[src/design/gpcfg_pkg.sv]
package gpcfg_pkg;

  localparam int unsigned NUM_PINS = 9;

  // Register offsets (byte addresses are four times these)
  localparam logic [7:0] OFS_PIN_2_0 = 8'h2B;
  localparam logic [7:0] OFS_PIN_2_1 = 8'h2C;
  localparam logic [7:0] OFS_PIN_2_2 = 8'h2D;
  localparam logic [7:0] OFS_PIN_2_3 = 8'h2E;
  localparam logic [7:0] OFS_PIN_2_4 = 8'h2F;
  localparam logic [7:0] OFS_PIN_2_5 = 8'h30;
  localparam logic [7:0] OFS_PIN_2_6 = 8'h31;
  localparam logic [7:0] OFS_PIN_2_7 = 8'h32;
  localparam logic [7:0] OFS_PIN_3_0 = 8'h33;
  localparam logic [7:0] OFS_FIRST   = OFS_PIN_2_0;

  // Field positions
  localparam int unsigned BIT_DIR_IN = 0;
  localparam int unsigned BIT_INVERT = 1;
  localparam int unsigned BIT_ALT_LO = 2;
  localparam int unsigned BIT_ALT_HI = 3;
  localparam int unsigned BIT_OPEN_DRAIN = 7;

  localparam logic [7:0] CFG_RESET = 8'h01;
  // Writable masks: two-bit selector pins, one-bit selector pins, plain pins
  localparam logic [7:0] MASK_SEL2 = 8'h8F;
  localparam logic [7:0] MASK_SEL1 = 8'h87;
  localparam logic [7:0] MASK_PLAIN = 8'h83;

  typedef enum logic [1:0] {
    GPCFG_ALT_GPIO = 2'h0,
    GPCFG_ALT_F1   = 2'h1,
    GPCFG_ALT_F2   = 2'h2,
    GPCFG_ALT_F3   = 2'h3
  } gpcfg_alt_e;

  // Per-pin pad signals
  typedef struct packed {
    logic out;
    logic oe;
  } gpcfg_pad_s;

endpackage

[src/design/gpcfg_top.sv]
// Behaviour
// Bit 0 set makes the pin an input, clear makes it a driven output; a selected alternate output drives the pin whatever bit 0 holds.
// Bit 1 set inverts the pin value between pad and data path in both directions.
// Bit 7 set selects open-drain drive, clear selects push-pull.
// Pin 2.0 bits 3:2 pick GPIO, kbc port bit 17, floppy drive select 1; code 3 reserved.
// Pin 2.1 bits 3:2 pick GPIO, kbc bit 16, edge interrupt input 0 or interrupt request 6.
// Pin 2.2 bits 3:2 pick GPIO, kbc bit 12, edge interrupt input 1 or floppy motor select 1.
// Pins 2.3 to 2.6 have only direction, polarity and output type bits.
// Pin 2.7 bit 2 routes the system management interrupt output onto the pin.
// Pin 3.0 bit 2 makes the pin the SMBus clock line.
// Every register loads 0x01 on standby power-on reset.
// Reserved bits read zero and ignore writes; reserved codes behave as basic GPIO.
`timescale 1ns/100ps
`default_nettype none
module gpcfg_top
#(
  // Width of the word index on the register bus
  parameter int unsigned ADR_W = 8
)
(
  // Clock and standby reset
  input  wire logic                            clk_i,
  input  wire logic                            rst_i,
  // Wishbone slave
  input  wire logic                            wb_cyc_i,
  input  wire logic                            wb_stb_i,
  input  wire logic                            wb_we_i,
  input  wire logic [ADR_W-1:0]                wb_adr_i,
  input  wire logic [3:0]                      wb_sel_i,
  input  wire logic [31:0]                     wb_dat_i,
  output logic      [31:0]                     wb_dat_o,
  output logic                                 wb_ack_o,
  output logic                                 wb_err_o,
  // Pads: index 0..7 are pins 2.0..2.7, index 8 is pin 3.0
  input  wire logic [gpcfg_pkg::NUM_PINS-1:0]  pad_in_i,
  output logic      [gpcfg_pkg::NUM_PINS-1:0]  pad_out_o,
  output logic      [gpcfg_pkg::NUM_PINS-1:0]  pad_oe_o,
  // Basic GPIO data path
  input  wire logic [gpcfg_pkg::NUM_PINS-1:0]  gpio_out_i,
  output logic      [gpcfg_pkg::NUM_PINS-1:0]  gpio_in_o,
  // Alternate function units
  input  wire logic                            kbc_port_bit_seventeen_i,
  input  wire logic                            kbc_port_bit_sixteen_i,
  input  wire logic                            kbc_port_bit_twelve_i,
  input  wire logic                            floppy_drive_select_1_i,
  input  wire logic                            floppy_motor_select_1_i,
  input  wire logic                            system_mgmt_interrupt_out_i,
  input  wire logic                            smbus_clk_out_i,
  output logic                                 kbc_port_bit_seventeen_o,
  output logic                                 kbc_port_bit_sixteen_o,
  output logic                                 kbc_port_bit_twelve_o,
  output logic                                 edge_irq_in_0_o,
  output logic                                 edge_irq_in_1_o,
  output logic                                 irq6_in_o,
  output logic                                 smbus_clk_in_o
);

  localparam int unsigned N = gpcfg_pkg::NUM_PINS;

  // Offsets reach 0x33, which needs six index bits
  if (ADR_W < 6)
  begin : g_adr_check
    $error("ADR_W too narrow for the register offsets");
  end

  // Alternate routing is wired to fixed pin indices
  if (N != 9)
  begin : g_pin_check
    $error("NUM_PINS must be 9 for the fixed alternate routing");
  end

  logic [7:0]       cfg_r [N];
  logic [N-1:0]     hit;
  logic             any_hit;
  logic             ack_r;
  logic             err_r;
  logic [31:0]      dat_r;
  logic [7:0]       rd_mux;
  logic [N-1:0]     inv;
  logic [N-1:0]     pin_val;
  logic [N-1:0]     alt_en;
  logic [N-1:0]     alt_drv;
  logic [N-1:0]     core_out;
  logic [N-1:0]     alt_sel;
  logic [N-1:0]     pad_out_c;
  logic [N-1:0]     pad_oe_c;
  logic [N-1:0]     gpio_in_c;
  logic             wr_en;
  logic             rd_en;
  gpcfg_pkg::gpcfg_pad_s pad [N];

  function automatic logic [7:0] wmask(input int unsigned idx);
    if (idx <= 2)
      return gpcfg_pkg::MASK_SEL2;
    else if (idx == 7 || idx == 8)
      return gpcfg_pkg::MASK_SEL1;
    else
      return gpcfg_pkg::MASK_PLAIN;
  endfunction

  wire logic req = wb_cyc_i && wb_stb_i && !ack_r && !err_r;

  // Accepted write and read
  assign wr_en = req && wb_we_i && wb_sel_i[0];
  assign rd_en = req && !wb_we_i && any_hit;

  // Register file and pin datapath per pin
  genvar g;
  generate
    for (g = 0; g < N; g++)
    begin : g_pin
      localparam logic [7:0] MASK = wmask(g);
      assign hit[g] = (wb_adr_i == ADR_W'(gpcfg_pkg::OFS_FIRST + 8'(g)));

      always_ff @(posedge clk_i)
      begin
        if (rst_i)
          cfg_r[g] <= gpcfg_pkg::CFG_RESET;
        else if (wr_en && hit[g])
          cfg_r[g] <= wb_dat_i[7:0] & MASK;
      end

      assign inv[g]     = cfg_r[g][gpcfg_pkg::BIT_INVERT];
      assign pin_val[g] = pad_in_i[g] ^ inv[g];

      // Pad drive from core value, direction and driver style
      always_comb
      begin
        pad[g].out = 1'b0;
        pad[g].oe  = 1'b0;
        if (alt_en[g])
        begin
          pad[g].out = alt_drv[g] ^ inv[g];
          pad[g].oe  = 1'b1;
        end
        else if (!cfg_r[g][gpcfg_pkg::BIT_DIR_IN])
        begin
          pad[g].out = core_out[g] ^ inv[g];
          pad[g].oe  = 1'b1;
        end
        if (cfg_r[g][gpcfg_pkg::BIT_OPEN_DRAIN] && pad[g].out)
          pad[g].oe = 1'b0;
        if (!pad[g].oe)
          pad[g].out = 1'b0;
      end

      assign pad_out_c[g] = pad[g].out;
      assign pad_oe_c[g]  = pad[g].oe;
      assign gpio_in_c[g] = alt_sel[g] ? 1'b0 : pin_val[g];
    end
  endgenerate

  assign core_out = gpio_out_i;

  // Pad and GPIO data outputs from flip-flops; pads released in reset
  always_ff @(posedge clk_i)
  begin
    if (rst_i)
    begin
      pad_out_o <= '0;
      pad_oe_o  <= '0;
      gpio_in_o <= '0;
    end
    else
    begin
      pad_out_o <= pad_out_c;
      pad_oe_o  <= pad_oe_c;
      gpio_in_o <= gpio_in_c;
    end
  end

  // Alternate function routing
  wire logic [1:0] sel0 = cfg_r[0][gpcfg_pkg::BIT_ALT_HI:gpcfg_pkg::BIT_ALT_LO];
  wire logic [1:0] sel1 = cfg_r[1][gpcfg_pkg::BIT_ALT_HI:gpcfg_pkg::BIT_ALT_LO];
  wire logic [1:0] sel2 = cfg_r[2][gpcfg_pkg::BIT_ALT_HI:gpcfg_pkg::BIT_ALT_LO];
  wire logic       sel7 = cfg_r[7][gpcfg_pkg::BIT_ALT_LO];
  wire logic       sel8 = cfg_r[8][gpcfg_pkg::BIT_ALT_LO];

  always_comb
  begin
    alt_en  = '0;
    alt_drv = '0;
    // Keyboard port bits are bidirectional: drive while enabled, read the pad
    case (sel0)
      gpcfg_pkg::GPCFG_ALT_F1:
      begin
        alt_en[0]  = 1'b1;
        alt_drv[0] = kbc_port_bit_seventeen_i;
      end
      gpcfg_pkg::GPCFG_ALT_F2:
      begin
        alt_en[0]  = 1'b1;
        alt_drv[0] = floppy_drive_select_1_i;
      end
      default:
        alt_en[0] = 1'b0;
    endcase
    case (sel1)
      gpcfg_pkg::GPCFG_ALT_F1:
      begin
        alt_en[1]  = 1'b1;
        alt_drv[1] = kbc_port_bit_sixteen_i;
      end
      default:
        alt_en[1] = 1'b0;
    endcase
    case (sel2)
      gpcfg_pkg::GPCFG_ALT_F1:
      begin
        alt_en[2]  = 1'b1;
        alt_drv[2] = kbc_port_bit_twelve_i;
      end
      gpcfg_pkg::GPCFG_ALT_F3:
      begin
        alt_en[2]  = 1'b1;
        alt_drv[2] = floppy_motor_select_1_i;
      end
      default:
        alt_en[2] = 1'b0;
    endcase
    if (sel7)
    begin
      alt_en[7]  = 1'b1;
      alt_drv[7] = system_mgmt_interrupt_out_i;
    end
    if (sel8)
    begin
      alt_en[8]  = 1'b1;
      alt_drv[8] = smbus_clk_out_i;
    end
  end

  // Input-only alternates take the pin off the GPIO data path as well
  always_comb
  begin
    alt_sel    = alt_en;
    alt_sel[1] = (sel1 != gpcfg_pkg::GPCFG_ALT_GPIO);
    alt_sel[2] = (sel2 != gpcfg_pkg::GPCFG_ALT_GPIO);
  end

  // Inputs to alternate units from flip-flops, idle level when not selected
  always_ff @(posedge clk_i)
  begin
    if (rst_i)
    begin
      kbc_port_bit_seventeen_o <= 1'b1;
      kbc_port_bit_sixteen_o   <= 1'b1;
      kbc_port_bit_twelve_o    <= 1'b1;
      edge_irq_in_0_o          <= 1'b0;
      edge_irq_in_1_o          <= 1'b0;
      irq6_in_o                <= 1'b0;
      smbus_clk_in_o           <= 1'b1;
    end
    else
    begin
      kbc_port_bit_seventeen_o <= (sel0 == gpcfg_pkg::GPCFG_ALT_F1) ? pin_val[0] : 1'b1;
      kbc_port_bit_sixteen_o   <= (sel1 == gpcfg_pkg::GPCFG_ALT_F1) ? pin_val[1] : 1'b1;
      kbc_port_bit_twelve_o    <= (sel2 == gpcfg_pkg::GPCFG_ALT_F1) ? pin_val[2] : 1'b1;
      edge_irq_in_0_o          <= (sel1 == gpcfg_pkg::GPCFG_ALT_F2) ? pin_val[1] : 1'b0;
      edge_irq_in_1_o          <= (sel2 == gpcfg_pkg::GPCFG_ALT_F2) ? pin_val[2] : 1'b0;
      irq6_in_o                <= (sel1 == gpcfg_pkg::GPCFG_ALT_F3) ? pin_val[1] : 1'b0;
      smbus_clk_in_o           <= sel8 ? pin_val[8] : 1'b1;
    end
  end

  // Wishbone slave: one-cycle registered answer
  assign any_hit = |hit;

  // Read-back multiplexer, zero for an unmapped index
  always_comb
  begin
    rd_mux = 8'h00;
    for (int i = 0; i < N; i++)
      if (hit[i])
        rd_mux = cfg_r[i];
  end

  // A held request is not taken again while ack or err stands
  always_ff @(posedge clk_i)
  begin
    if (rst_i)
    begin
      ack_r <= 1'b0;
      err_r <= 1'b0;
    end
    else
    begin
      ack_r <= req && any_hit;
      err_r <= req && !any_hit;
    end
  end

  always_ff @(posedge clk_i)
  begin
    if (rst_i)
      dat_r <= 32'h0000_0000;
    else if (rd_en)
      dat_r <= {24'h00_0000, rd_mux};
  end

  assign wb_ack_o = ack_r;
  assign wb_err_o = err_r;
  assign wb_dat_o = dat_r;

endmodule // gpcfg_top
`default_nettype wire

[config.mk]
export PLATFORM = sky130hd
export DESIGN_NAME = gpcfg_top
export DESIGN_NICKNAME = d
export VERILOG_FILES = /design/src/design/gpcfg_pkg.sv /design/src/design/gpcfg_top.sv
export SDC_FILE = /design/constraint.sdc
export NUM_CORES = 1
export LEC_CHECK = 0
export BUFFER_PORTS_ARGS = -buffer_cell sky130_fd_sc_hd__buf_2
export CAP_MARGIN = 20
export CORE_AREA = 2 2 99 101
export CTS_CLUSTER_DIAMETER = 60
export CTS_CLUSTER_SIZE = 30
export DETAILED_ROUTE_END_ITERATION = 16
export DIE_AREA = 0 0 101 103
export PLACE_DENSITY_LB_ADDON = 0.12
export SYNTH_ARGS = -nofsm -noshare
export SYNTH_HDL_FRONTEND = slang
export SYNTH_SLANG_ARGS = --single-unit
[constraint.sdc]
create_clock -name clk_i -period 4.62 [get_ports clk_i]
set_input_delay 0 -clock clk_i [delete_from_list [all_inputs] [get_ports clk_i]]
set_output_delay 0 -clock clk_i [all_outputs]
set_load 0.1 [all_outputs]
==> impl_metrics.yaml, run 1 <==
critical_path:
  rr_startpoint: "wb_err_o"
  arrival_ns: 2.00
  reg2reg_depth: 4
  path_max_fanout: 6
  path_class: "flop to flop"
  startpoint_type: "flop"
  reg2reg_slack_ns: 2.65
  crit_required_ns: 4.65
  r2r_end: "cfg_r[2][4]"
  setup.worst_path.start: "wb_err_o"
  cp-end-kind: "flop"
  cp-endpoint: "cfg_r[2][4]"
synth:
  synth_top_family_by_area: "simple AND/OR/NAND/NOR gates"
  synth_top_area_share_pct: 28.53
  dominantRegCellSynth: "dfxtp_1"
  ys_seq_elements: 76
  synth-seq-area-share_pct: 50.82
  ys_async_sr_fraction_pct: 0
  syn_avg_cell_area_um2: 11.00
  yosysUniqueCellTypes: 57
  synth-compound-area-share_pct: 11.14
  synth_xor_area_share_pct: 5.231
  netlist_instances: 335
  netlist_area_um2: 3684
  synthSimpleGateAreaFrac_pct: 21.16
  synth_edf_count: 35
  synthAdderAreaFrac_pct: 0.6793
  ys_top_cells_by_area: "edfxtp_1 29%, dfxtp_1 22%, buf_4 5.7%"
  muxShareOfSynthArea_pct: 2.921
  yosys_warnings: 0
  synth_top_area_cell: "edfxtp_1"
pwr:
  p_leak_nw: 1.881
  powerDensity_nw_per_um2: 340.4
  max-vdd-ir-drop_mv: 0.1769
global_routing:
  grt_overflow: 0
  grt.total_usage_pct: 16.18
  grt_pass1_wl_mm: 12.72
  grt_pass1_vias: 2562
  antenna_found_initial: 0
  grt_max_degree: 43
timing:
  rsz0062_at_grt: "no"
  slew_headroom_pct: 42.09
  setup_viol: 0
  period_needed_ns: 1.969
  maxSlewViolCount: 0
  finalClockSkew_ns: 0.008685
  post-route-period-util_pct: 42.62
  timing.fmax_mhz: 507.9
  timing.setup.tns_ns: 0
  tightestPinTransition_ns: 0.8687
  hold_viol_final: 0
die:
  die_x_um: 101
  num_io_pins: 142
  initial_core_util_pct: 38.94
  rows: 36
  die_height_um: 103
  core_region_area_um2: 9459
  die_area_um2: 10400
routing:
  via_per_inst: 4.837
  vias: 2665
  totalWireLength_mm: 8.215
  routedWlPerCell_um: 14.91
  post-route-drc-count: 0
  drt_iter0_drc: 126
  detail-route-antenna-nets: 0
  drt_pass1_iterations: 5
placed_design:
  portBuffers: 84
  routabilityCongestion: 0.8321
  dpl.cell_count: 520
  dpl-instance-area_um2: 4078
  place_hpwl_mm: 5.893
clocking:
  clkSinkCount: 76
  htreeDepth: 3
  tritoncts: "yes"
  cts_made_buffers: 9
  clk_pin_slew_ns: 0.08
  root_buffer: "clkbuf_8"
  post_cts_buffers: 0
  clockBufferDepth: 2
  clock_latency_ns: 0.34
  cts_resized: 0
cells_and_area:
  fin_area_um2: 4397
  layout-drive-gt1-share_pct: 27.23
  areaGrowthSynthToFinish_pct: 19.36
  num-fill-cells: 910
  fin_util_pct: 46.48
  diodes: 0
  fin_cells: 551
  finalNetCount: 508
run_status:
  outcome: "finished clean"
job:
  maxCapViolCount: 0
min_path:
  hp-class: "input pin to flop"
==> where the power goes <==
part           total, W  switching [W]  internal (W)  leakage (nW)
sequential     0.000736      0.0000135      0.000723         0.666
combinational  0.000312       0.000248     0.0000650          1.12
clock          0.000448       0.000237      0.000210        0.0916
total           0.00150       0.000498      0.000998          1.88
==> metrics by stage <==
| step | power, W | hold WS [ns] | setup slack [ns] |
|---|---|---|---|
| after global routing | 0.001555 | 0.04137 | 2.535 |
| after detailed placement | 0.001055 | 0.2477 | 2.648 |
| final | 0.001496 | 0.05164 | 2.651 |
| after floorplan | 0.001018 | 0.1368 | 2.483 |
| after global placement | 0.001054 | 0.2396 | 2.676 |
| after CTS | 0.001512 | 0.03337 | 2.618 |
==> worst max-delay path, stage by stage (launching register included) <==
cell and delay [ns]:
dfxtp_1 0.31, nand4bb_2 0.38, nor2_1 0.36, and3_1 0.32, a21o_1 0.28
==> routing by layer <==
layer	up-vias	routed length (um)	global-route usage [%]
li1	1340	-	-
met1	1217	3654	20.42
met2	96	3999	27.28
met3	12	451	3.864
met4	0	109	5.717
met5	-	0	0
==> state kept, by name, indices dropped and copies added (netlist names) <==
signal	cells
pad_out_o	9
edge_irq_in_0_o	1
wb_ack_o	1
kbc_port_bit_sixteen_o	1
cfg_r	35
wb_err_o	1
pad_oe_o	9
gpio_in_o	9
irq6_in_o	1
wb_dat_o	5
kbc_port_bit_twelve_o	1
kbc_port_bit_seventeen_o	1
edge_irq_in_1_o	1
smbus_clk_in_o	1
==> cell usage after synthesis, types with 5 or more instances <==
master    count
dfxtp_1      41
edfxtp_1     35
buf_4        28
and2_1       24
xnor2_1      17
nor2_1       16
and3_1       15
nand2_1      12
a21o_1       10
nor2b_1       8
inv_1         7
nand2b_1      7
buf_2         6
nand3b_1      6
nor3_1        6
o21ai_0       6
or3_1         6
a211oi_1      5
a21oi_1       5
o21ai_1       5
xor2_1        5
==> worst min path at each step <==
stage / startpoint / endpoint / slack (ns) / cells after the start
detailed placement: pad_in_i[6] / gpio_in_o[6] / 0.25 / 3
finish: wb_dat_i[2] / cfg_r[1][2] / 0.05 / 2
global route: wb_dat_i[2] / cfg_r[1][2] / 0.04 / 2
floorplan: pad_in_i[3] / gpio_in_o[3] / 0.14 / 2
CTS: wb_cyc_i / wb_err_o / 0.03 / 3
global placement: pad_in_i[6] / gpio_in_o[6] / 0.24 / 3
==> cell usage in the layout, fill, tap and decap left out, types with 5 or more instances in the layout <==
cell / Yosys / layout
a211oi_1: 5 / 5
xor2_1: 5 / 5
nor2b_1: 8 / 8
nor3_1: 6 / 6
o21ai_1: 5 / 5
nor2_1: 16 / 16
a21oi_1: 5 / 5
dlygate4sd3_1: 0 / 15
nand2_1: 12 / 12
xnor2_1: 17 / 17
o21ai_0: 6 / 6
inv_1: 7 / 7
nand3b_1: 6 / 6
buf_2: 6 / 84
or3_1: 6 / 6
nand2b_1: 7 / 7
a21o_1: 10 / 10
dfxtp_1: 41 / 41
and2_1: 24 / 24
edfxtp_1: 35 / 35
and3_1: 15 / 15
conb_1: 1 / 27
clkbuf_8: 0 / 10
==> logic make-up after synthesis <==
logic type               Yosys count
buffers and inverters             46
AND/OR/NAND/NOR                  124
other                              1
flip-flops                        76
AO/OA/AOI/OAI                     55
adder cells (fa/ha/maj)            2
XOR/XNOR                          22
multiplexers                       9
==> layout make-up <==
class,instances,area [um2],area share [%]
Clock buffer,12,145.1,3.301
Clock inverter,4,23.77,0.5407
Inverter,7,26.28,0.5976
Multi-Input combinational cell,239,1617,36.77
Sequential cell,76,1872,42.57
Tap cell,114,142.6,3.244
Timing Repair Buffer,99,570.5,12.98
==> what timing repair did <==
action | 4_1_cts | 5_1_grt
hold buffers | 15 | 0
endpoints found under the hold margin | 20 | 0
setup endpoints to repair | 0 | 0
Power figures use the tool's default switching activity.
==> run 2, diff against run 1 <==
--- a/config.mk
+++ b/config.mk
@@ -5,13 +5,14 @@
 export SDC_FILE = /design/constraint.sdc
 export NUM_CORES = 1
 export LEC_CHECK = 0
+export ABC_AREA = 1
 export BUFFER_PORTS_ARGS = -buffer_cell sky130_fd_sc_hd__buf_2
 export CAP_MARGIN = 20
-export CORE_AREA = 2 2 99 101
+export CORE_AREA = 2 2 100 102
 export CTS_CLUSTER_DIAMETER = 60
 export CTS_CLUSTER_SIZE = 30
 export DETAILED_ROUTE_END_ITERATION = 16
-export DIE_AREA = 0 0 101 103
+export DIE_AREA = 0 0 102 104
 export PLACE_DENSITY_LB_ADDON = 0.12
 export SYNTH_ARGS = -nofsm -noshare
 export SYNTH_HDL_FRONTEND = slang
==> constraint.sdc (replaced) <==
create_clock -name clk_i -period 1.6 [get_ports clk_i]
set_input_delay 0 -clock clk_i [delete_from_list [all_inputs] [get_ports clk_i]]
set_output_delay 0 -clock clk_i [all_outputs]
set_load 0.1 [all_outputs]
==> run 2 against run 1 <==
  * Register-to-register slack worse by 2.5 ns
  * Synthesized cell count is 28% higher
  * Final cell count is 23% higher
  * Via count is 12% higher
  * Critical endpoint is now pad_out_o[8]
  * Highest routed layer unchanged
==> impl_metrics.yaml, run 2 <==
critical_path:
  path_max_fanout: 3
  cp_cell_sequence: "or2_2, o21ai_0, o21ai_0, a21oi_1, nand2_1, nand3_1, inv_1, nand2_1, inv_1"
  r2r_end: "pad_out_o[8]"
  startpoint_type: "flop"
  cp-end-kind: "flop"
  path_class: "flop to flop"
  crit_buf_inv: 2
  crit_required_ns: 1.85
  arrival_ns: 1.71
  worst_path_dominant_cell_family: "simple AND/OR/NAND/NOR gates"
  crit_slowest_cell: "edfxtp_1"
  max_stage_delay_ns: 0.43
  reg2reg_depth: 9
  rr_startpoint: "cfg_r[8][2]"
  reg2reg_slack_ns: 0.14
min_path:
  whs_endpoint: "cfg_r[0][3]"
  hp-start: "wb_dat_i[3]"
  hp-class: "input pin to flop"
  hold_depth: 3
synth:
  yosys-top-cells-count: "60 x inv_1, 58 x nand2_1, 54 x nor2_1"
  muxShareOfSynthArea_pct: 0.2675
  ys_async_sr_fraction_pct: 0
  synth-seq-area-share_pct: 50.02
  syn_avg_cell_area_um2: 8.703
  yosys_warnings: 0
  synth_top_area_cell: "edfxtp_1"
  yosysUniqueCellTypes: 40
  dominantRegCellSynth: "dfxtp_1"
  netlist_area_um2: 3742
  ys_seq_elements: 76
  synth_top_area_share_pct: 28.08
  synthAdderAreaFrac_pct: 0.6687
  synth_xor_area_share_pct: 3.511
  synthSimpleGateAreaFrac_pct: 25.91
  synth_edf_count: 35
  yosysMostFrequentCell: "inv_1"
  synth-compound-area-share_pct: 6.051
  ys_top_cells_by_area: "edfxtp_1 28%, dfxtp_1 22%, inv_1 6.0%"
  netlist_instances: 430
  synth_top_family_by_area: "simple AND/OR/NAND/NOR gates"
cells_and_area:
  top_register: "cfg_r"
  fin_area_um2: 4672
  layout_common_cells: "84 x buf_2, 60 x inv_1, 58 x nand2_1"
  final_common_cell: "buf_2"
  diodes: 0
  areaGrowthSynthToFinish_pct: 24.84
  layout-drive-gt1-share_pct: 27.57
  finalNetCount: 615
  largest_reg_flops: 35
  num-fill-cells: 972
timing:
  setup_viol: 0
  timing.setup.tns_ns: 0
  finalClockSkew_ns: 0.009336
  timing.fmax_mhz: 684.6
  post-route-period-util_pct: 91.29
  maxSlewViolCount: 0
  period_needed_ns: 1.461
  hold_viol_final: 0
die:
  core_region_area_um2: 9549
  die_height_um: 104
  rows: 36
  num_io_pins: 142
  die_x_um: 102
  die_area_um2: 10610
  initial_core_util_pct: 39.19
pwr:
  powerDensity_nw_per_um2: 1006
  power_w: 0.004701
  p_leak_nw: 2.210
  max-vdd-ir-drop_mv: 0.4740
clocking:
  clock_latency_ns: 0.34
  clkSinkCount: 76
  htreeDepth: 3
  tritoncts: "yes"
  cts_made_buffers: 9
  clockBufferDepth: 2
  root_buffer: "clkbuf_8"
  clk_pin_slew_ns: 0.08
placed_design:
  portBuffers: 84
  dpl-instance-area_um2: 4279
  routabilityCongestion: 0.8163
  place_hpwl_mm: 6.355
job:
  maxCapViolCount: 0
routing:
  vias: 2986
  drt_iter0_drc: 120
  detail-route-antenna-nets: 0
  via_per_inst: 4.411
  routedWlPerCell_um: 12.46
  drt_pass1_iterations: 4
  post-route-drc-count: 0
  totalWireLength_mm: 8.434
global_routing:
  grt_pass1_wl_mm: 13.22
  grt.total_usage_pct: 16.19
  grt_overflow: 0
  antenna_found_initial: 0
  grt_max_degree: 19
  grt_pass1_vias: 2775
run_status:
  outcome: "finished clean"
## run 2: cell count changes after synthesis, sizes merged, moves of 8 or more
cell,before,now
nand4,0,8
nor2b,8,0
inv,7,67
and3,15,0
a21oi,6,14
nand2,13,65
o21ai,11,24
a21o,10,0
nor2,18,62
nand3,4,31
and2,25,0
## run 2: routing by layer
metal / vias up / share of wire [%] / track usage (%)
li1: 1544 / - / -
met1: 1332 / 47 / 22.14
met2: 104 / 46 / 25.85
met3: 6 / 6.3 / 3.495
met4: 0 / 0.98 / 4.286
met5: - / 0 / 0
## run 2: how the worst max path moves through the flow
stage,from,end,slack (ns),cells past startpoint
2_1_floorplan,wb_err_o,cfg_r[5][0],-0.04,4
3_3_place_gp,wb_err_o,cfg_r[2][3],0.11,3
3_5_place_dp,wb_err_o,cfg_r[3][1],0.05,3
4_1_cts,wb_err_o,cfg_r[6][0],0.04,3
5_1_grt,cfg_r[8][2],pad_out_o[8],-0.008,9
6_report,cfg_r[8][2],pad_out_o[8],0.14,9
## run 2: report_power, final
group	internal, W	switching [W]	total (W)	leakage [nW]
clock network	0.00101	0.000671	0.00168	0.120
logic	0.000166	0.000736	0.000902	1.42
registers	0.00208	0.0000353	0.00212	0.668
## run 2: worst min-delay path: cells and delay by family
family        cells  cell delay, ns
buf+inv           2            0.15
simple gates      1            0.10
## run 2: stage by stage
| stage | setup slack [ns] | utilization [%] | hold slack, ns | cells |
|---|---|---|---|---|
| 3_5_place_dp | 0.04507 | 44.81 | 0.2458 | 646 |
| 5_1_grt | -0.008495 | 48.93 | 0.03055 | 677 |
| 3_3_place_gp | 0.1072 | 44.81 | 0.2425 | 646 |
| 6_report | 0.1393 | 48.93 | 0.02818 | 677 |
| 4_1_cts | 0.03618 | 48.64 | 0.01758 | 675 |
| 2_1_floorplan | -0.04087 | - | 0.1368 | 456 |
## run 2: cell families after synthesis
kind of cell / count (synthesis)
and+or+nand+nor: 189
DFF: 76
other: 1
AOI/OAI and AO/OA: 42
muxes: 1
xor gates and xnor gates: 15
adders and majority gates: 2
buffers and inverters: 104
## run 2: cell type report
class / instances / area (um2) / share of cell area [%]
tap: 133 / 166.4 / 3.562
clock inverter: 3 / 66.31 / 1.419
timing repair buffer: 106 / 630.6 / 13.50
sequential: 76 / 1879 / 40.22
clock buffer: 13 / 168.9 / 3.615
multi-input combinational: 276 / 1498 / 32.06
inverter: 70 / 262.8 / 5.624
## run 2: repair_timing
action,CTS,global route
endpoints found under the hold margin,17,0
endpoints found under the setup margin,0,41
gates resized for setup,0,1
hold buffers,13,0
setup buffers,0,2
==> run 3, diff against run 2 <==
--- a/config.mk
+++ b/config.mk
@@ -6,13 +6,13 @@
 export NUM_CORES = 1
 export LEC_CHECK = 0
 export ABC_AREA = 1
-export BUFFER_PORTS_ARGS = -buffer_cell sky130_fd_sc_hd__buf_2
+export BUFFER_PORTS_ARGS = -buffer_cell sky130_fd_sc_hd__buf_4
 export CAP_MARGIN = 20
-export CORE_AREA = 2 2 100 102
+export CORE_AREA = 2 2 96 98
 export CTS_CLUSTER_DIAMETER = 60
 export CTS_CLUSTER_SIZE = 30
 export DETAILED_ROUTE_END_ITERATION = 16
-export DIE_AREA = 0 0 102 104
+export DIE_AREA = 0 0 98 100
 export PLACE_DENSITY_LB_ADDON = 0.12
 export SYNTH_ARGS = -nofsm -noshare
 export SYNTH_HDL_FRONTEND = slang
==> run 3 against run 2 <==
  * Global-route usage rose by 1.3 points
  * Clock-buffer cell count fell by 1
  * Die area fell by 7.6%
  * First-iteration DRC count rose by 33%
  * Power rose by 1.5%
  * Utilization rose by 6.0 points
  * Largest power group unchanged
  * Highest routed layer unchanged
==> impl_metrics.yaml, run 3 (synthesis results as in run 2) <==
cells_and_area:
  fin_area_um2: 4882
  layout-drive-gt1-share_pct: 26.97
  num-fill-cells: 818
  finalNetCount: 616
  layout_common_cells: "89 x buf_4, 60 x inv_1, 58 x nand2_1"
  largest_reg_flops: 35
  top_register: "cfg_r"
  diodes: 0
  areaGrowthSynthToFinish_pct: 30.46
  final_common_cell: "buf_4"
placed_design:
  place_hpwl_mm: 6.087
  dpl-instance-area_um2: 4459
  routabilityCongestion: 0.8788
  portBuffers: 84
global_routing:
  antenna_found_initial: 0
  grt_overflow: 0
  grt_max_degree: 25
  grt.total_usage_pct: 17.50
  grt_pass1_vias: 2794
  grt_pass1_wl_mm: 13.26
die:
  die_x_um: 98
  die_area_um2: 9800
  die_height_um: 100
  num_io_pins: 142
  rows: 35
  core_region_area_um2: 8890
  initial_core_util_pct: 42.10
routing:
  post-route-drc-count: 0
  vias: 3046
  routedWlPerCell_um: 12.66
  totalWireLength_mm: 8.306
  drt_iter0_drc: 159
  drt_pass1_iterations: 5
  detail-route-antenna-nets: 0
  via_per_inst: 4.643
run_status:
  outcome: "finished clean"
clocking:
  htreeDepth: 3
  clock_latency_ns: 0.35
  root_buffer: "clkbuf_8"
  tritoncts: "yes"
  cts_made_buffers: 9
  clk_pin_slew_ns: 0.08
  clockBufferDepth: 2
  cts_resized: 0
  clkSinkCount: 76
critical_path:
  cp-end-kind: "flop"
  max_stage_delay_ns: 0.43
  crit_slowest_cell: "edfxtp_1"
  path_max_fanout: 4
  crit_required_ns: 1.85
  path_class: "flop to flop"
  cp_cell_sequence: "or2_2, o21ai_0, o21ai_0, a21oi_1, nand2_1, nand3_1, inv_1, nand2_1, inv_1"
  startpoint_type: "flop"
  arrival_ns: 1.73
pwr:
  p_leak_nw: 2.264
  power_w: 0.004771
  max-vdd-ir-drop_mv: 0.4014
  powerDensity_nw_per_um2: 977.2
timing:
  setup_viol: 0
  post-route-period-util_pct: 92.04
  hold_viol_final: 0
  period_needed_ns: 1.473
  timing.fmax_mhz: 679.0
  maxSlewViolCount: 0
  rsz0062_at_grt: "no"
  finalClockSkew_ns: 0.005059
min_path:
  hp-class: "input pin to flop"
job:
  maxCapViolCount: 0
[run 3: cell count changes in the layout (fill, tap and decap cells not counted), moves of 2 or more]
cell / change
buf_4: +81
buf_2: -84
clkbuf_8: -2
dlygate4sd3_1: +3
[run 3: worst paths after layout]
path             endpoint                   start  slack [ns]  cells past startpoint
max          pad_out_o[8]             cfg_r[8][2]        0.13                      9
min          pad_out_o[1]  kbc_port_bit_sixteen_i        0.03                      5
max reg2reg  pad_out_o[8]             cfg_r[8][2]        0.13                      9
min reg2reg  gpio_in_o[7]             cfg_r[7][2]        0.46                      1
[run 3: stage by stage]
stage | worst slack, ns | cells | hold WS, ns | utilization, % | setup TNS, ns
after floorplan | -0.04087 | 456 | 0.1368 | - | -0.7883
after global placement | 0.09705 | 622 | 0.2365 | 50.16 | 0
after detailed placement | 0.04238 | 622 | 0.2398 | 50.16 | 0
after CTS | 0.02992 | 654 | 0.02488 | 54.61 | 0
after global routing | 0.002814 | 656 | 0.08471 | 54.92 | 0
final | 0.1273 | 656 | 0.02959 | 54.92 | 0
[run 3: timing repair]
action / in CTS / in global routing
hold buffers: 16 / 0
setup buffers: 0 / 2
hold endpoints to repair: 23 / 0
setup endpoints to repair: 0 / 21
[run 3: report_power, final]
| group | leakage [nW] | switching (W) | total [W] | internal, W |
|---|---|---|---|---|
| sequential | 0.668 | 0.0000367 | 0.00212 | 0.00209 |
| combinational | 1.48 | 0.000738 | 0.000959 | 0.000221 |
| clock | 0.119 | 0.000682 | 0.00169 | 0.00101 |
[run 3: metal layers]
| metal | global-route usage [%] | share of wire, % |
|---|---|---|
| met1 | 23.10 | 45 |
| met2 | 28.08 | 47 |
| met3 | 3.203 | 5.7 |
| met4 | 8.120 | 1.9 |
| met5 | 0 | 0 |
[run 3: area by class of cell]
| class | count | area [um2] | area share (%) |
|---|---|---|---|
| clock buffer | 12 | 166.4 | 3.409 |
| clock inverter | 4 | 68.82 | 1.410 |
| inverter | 70 | 262.8 | 5.382 |
| multi-input combinational | 276 | 1498 | 30.68 |
| sequential | 76 | 1879 | 38.49 |
| tap | 111 | 138.9 | 2.845 |
| timing repair buffer | 107 | 868.3 | 17.79 |
[run 3: critical path, delay by kind of cell (launching register included)]
kind / cells / cell delay [ns]
DFF: 1 / 0.43
and+or+nand+nor: 4 / 0.50
AOI/OAI and AO/OA: 3 / 0.36
buffers and inverters: 2 / 0.08
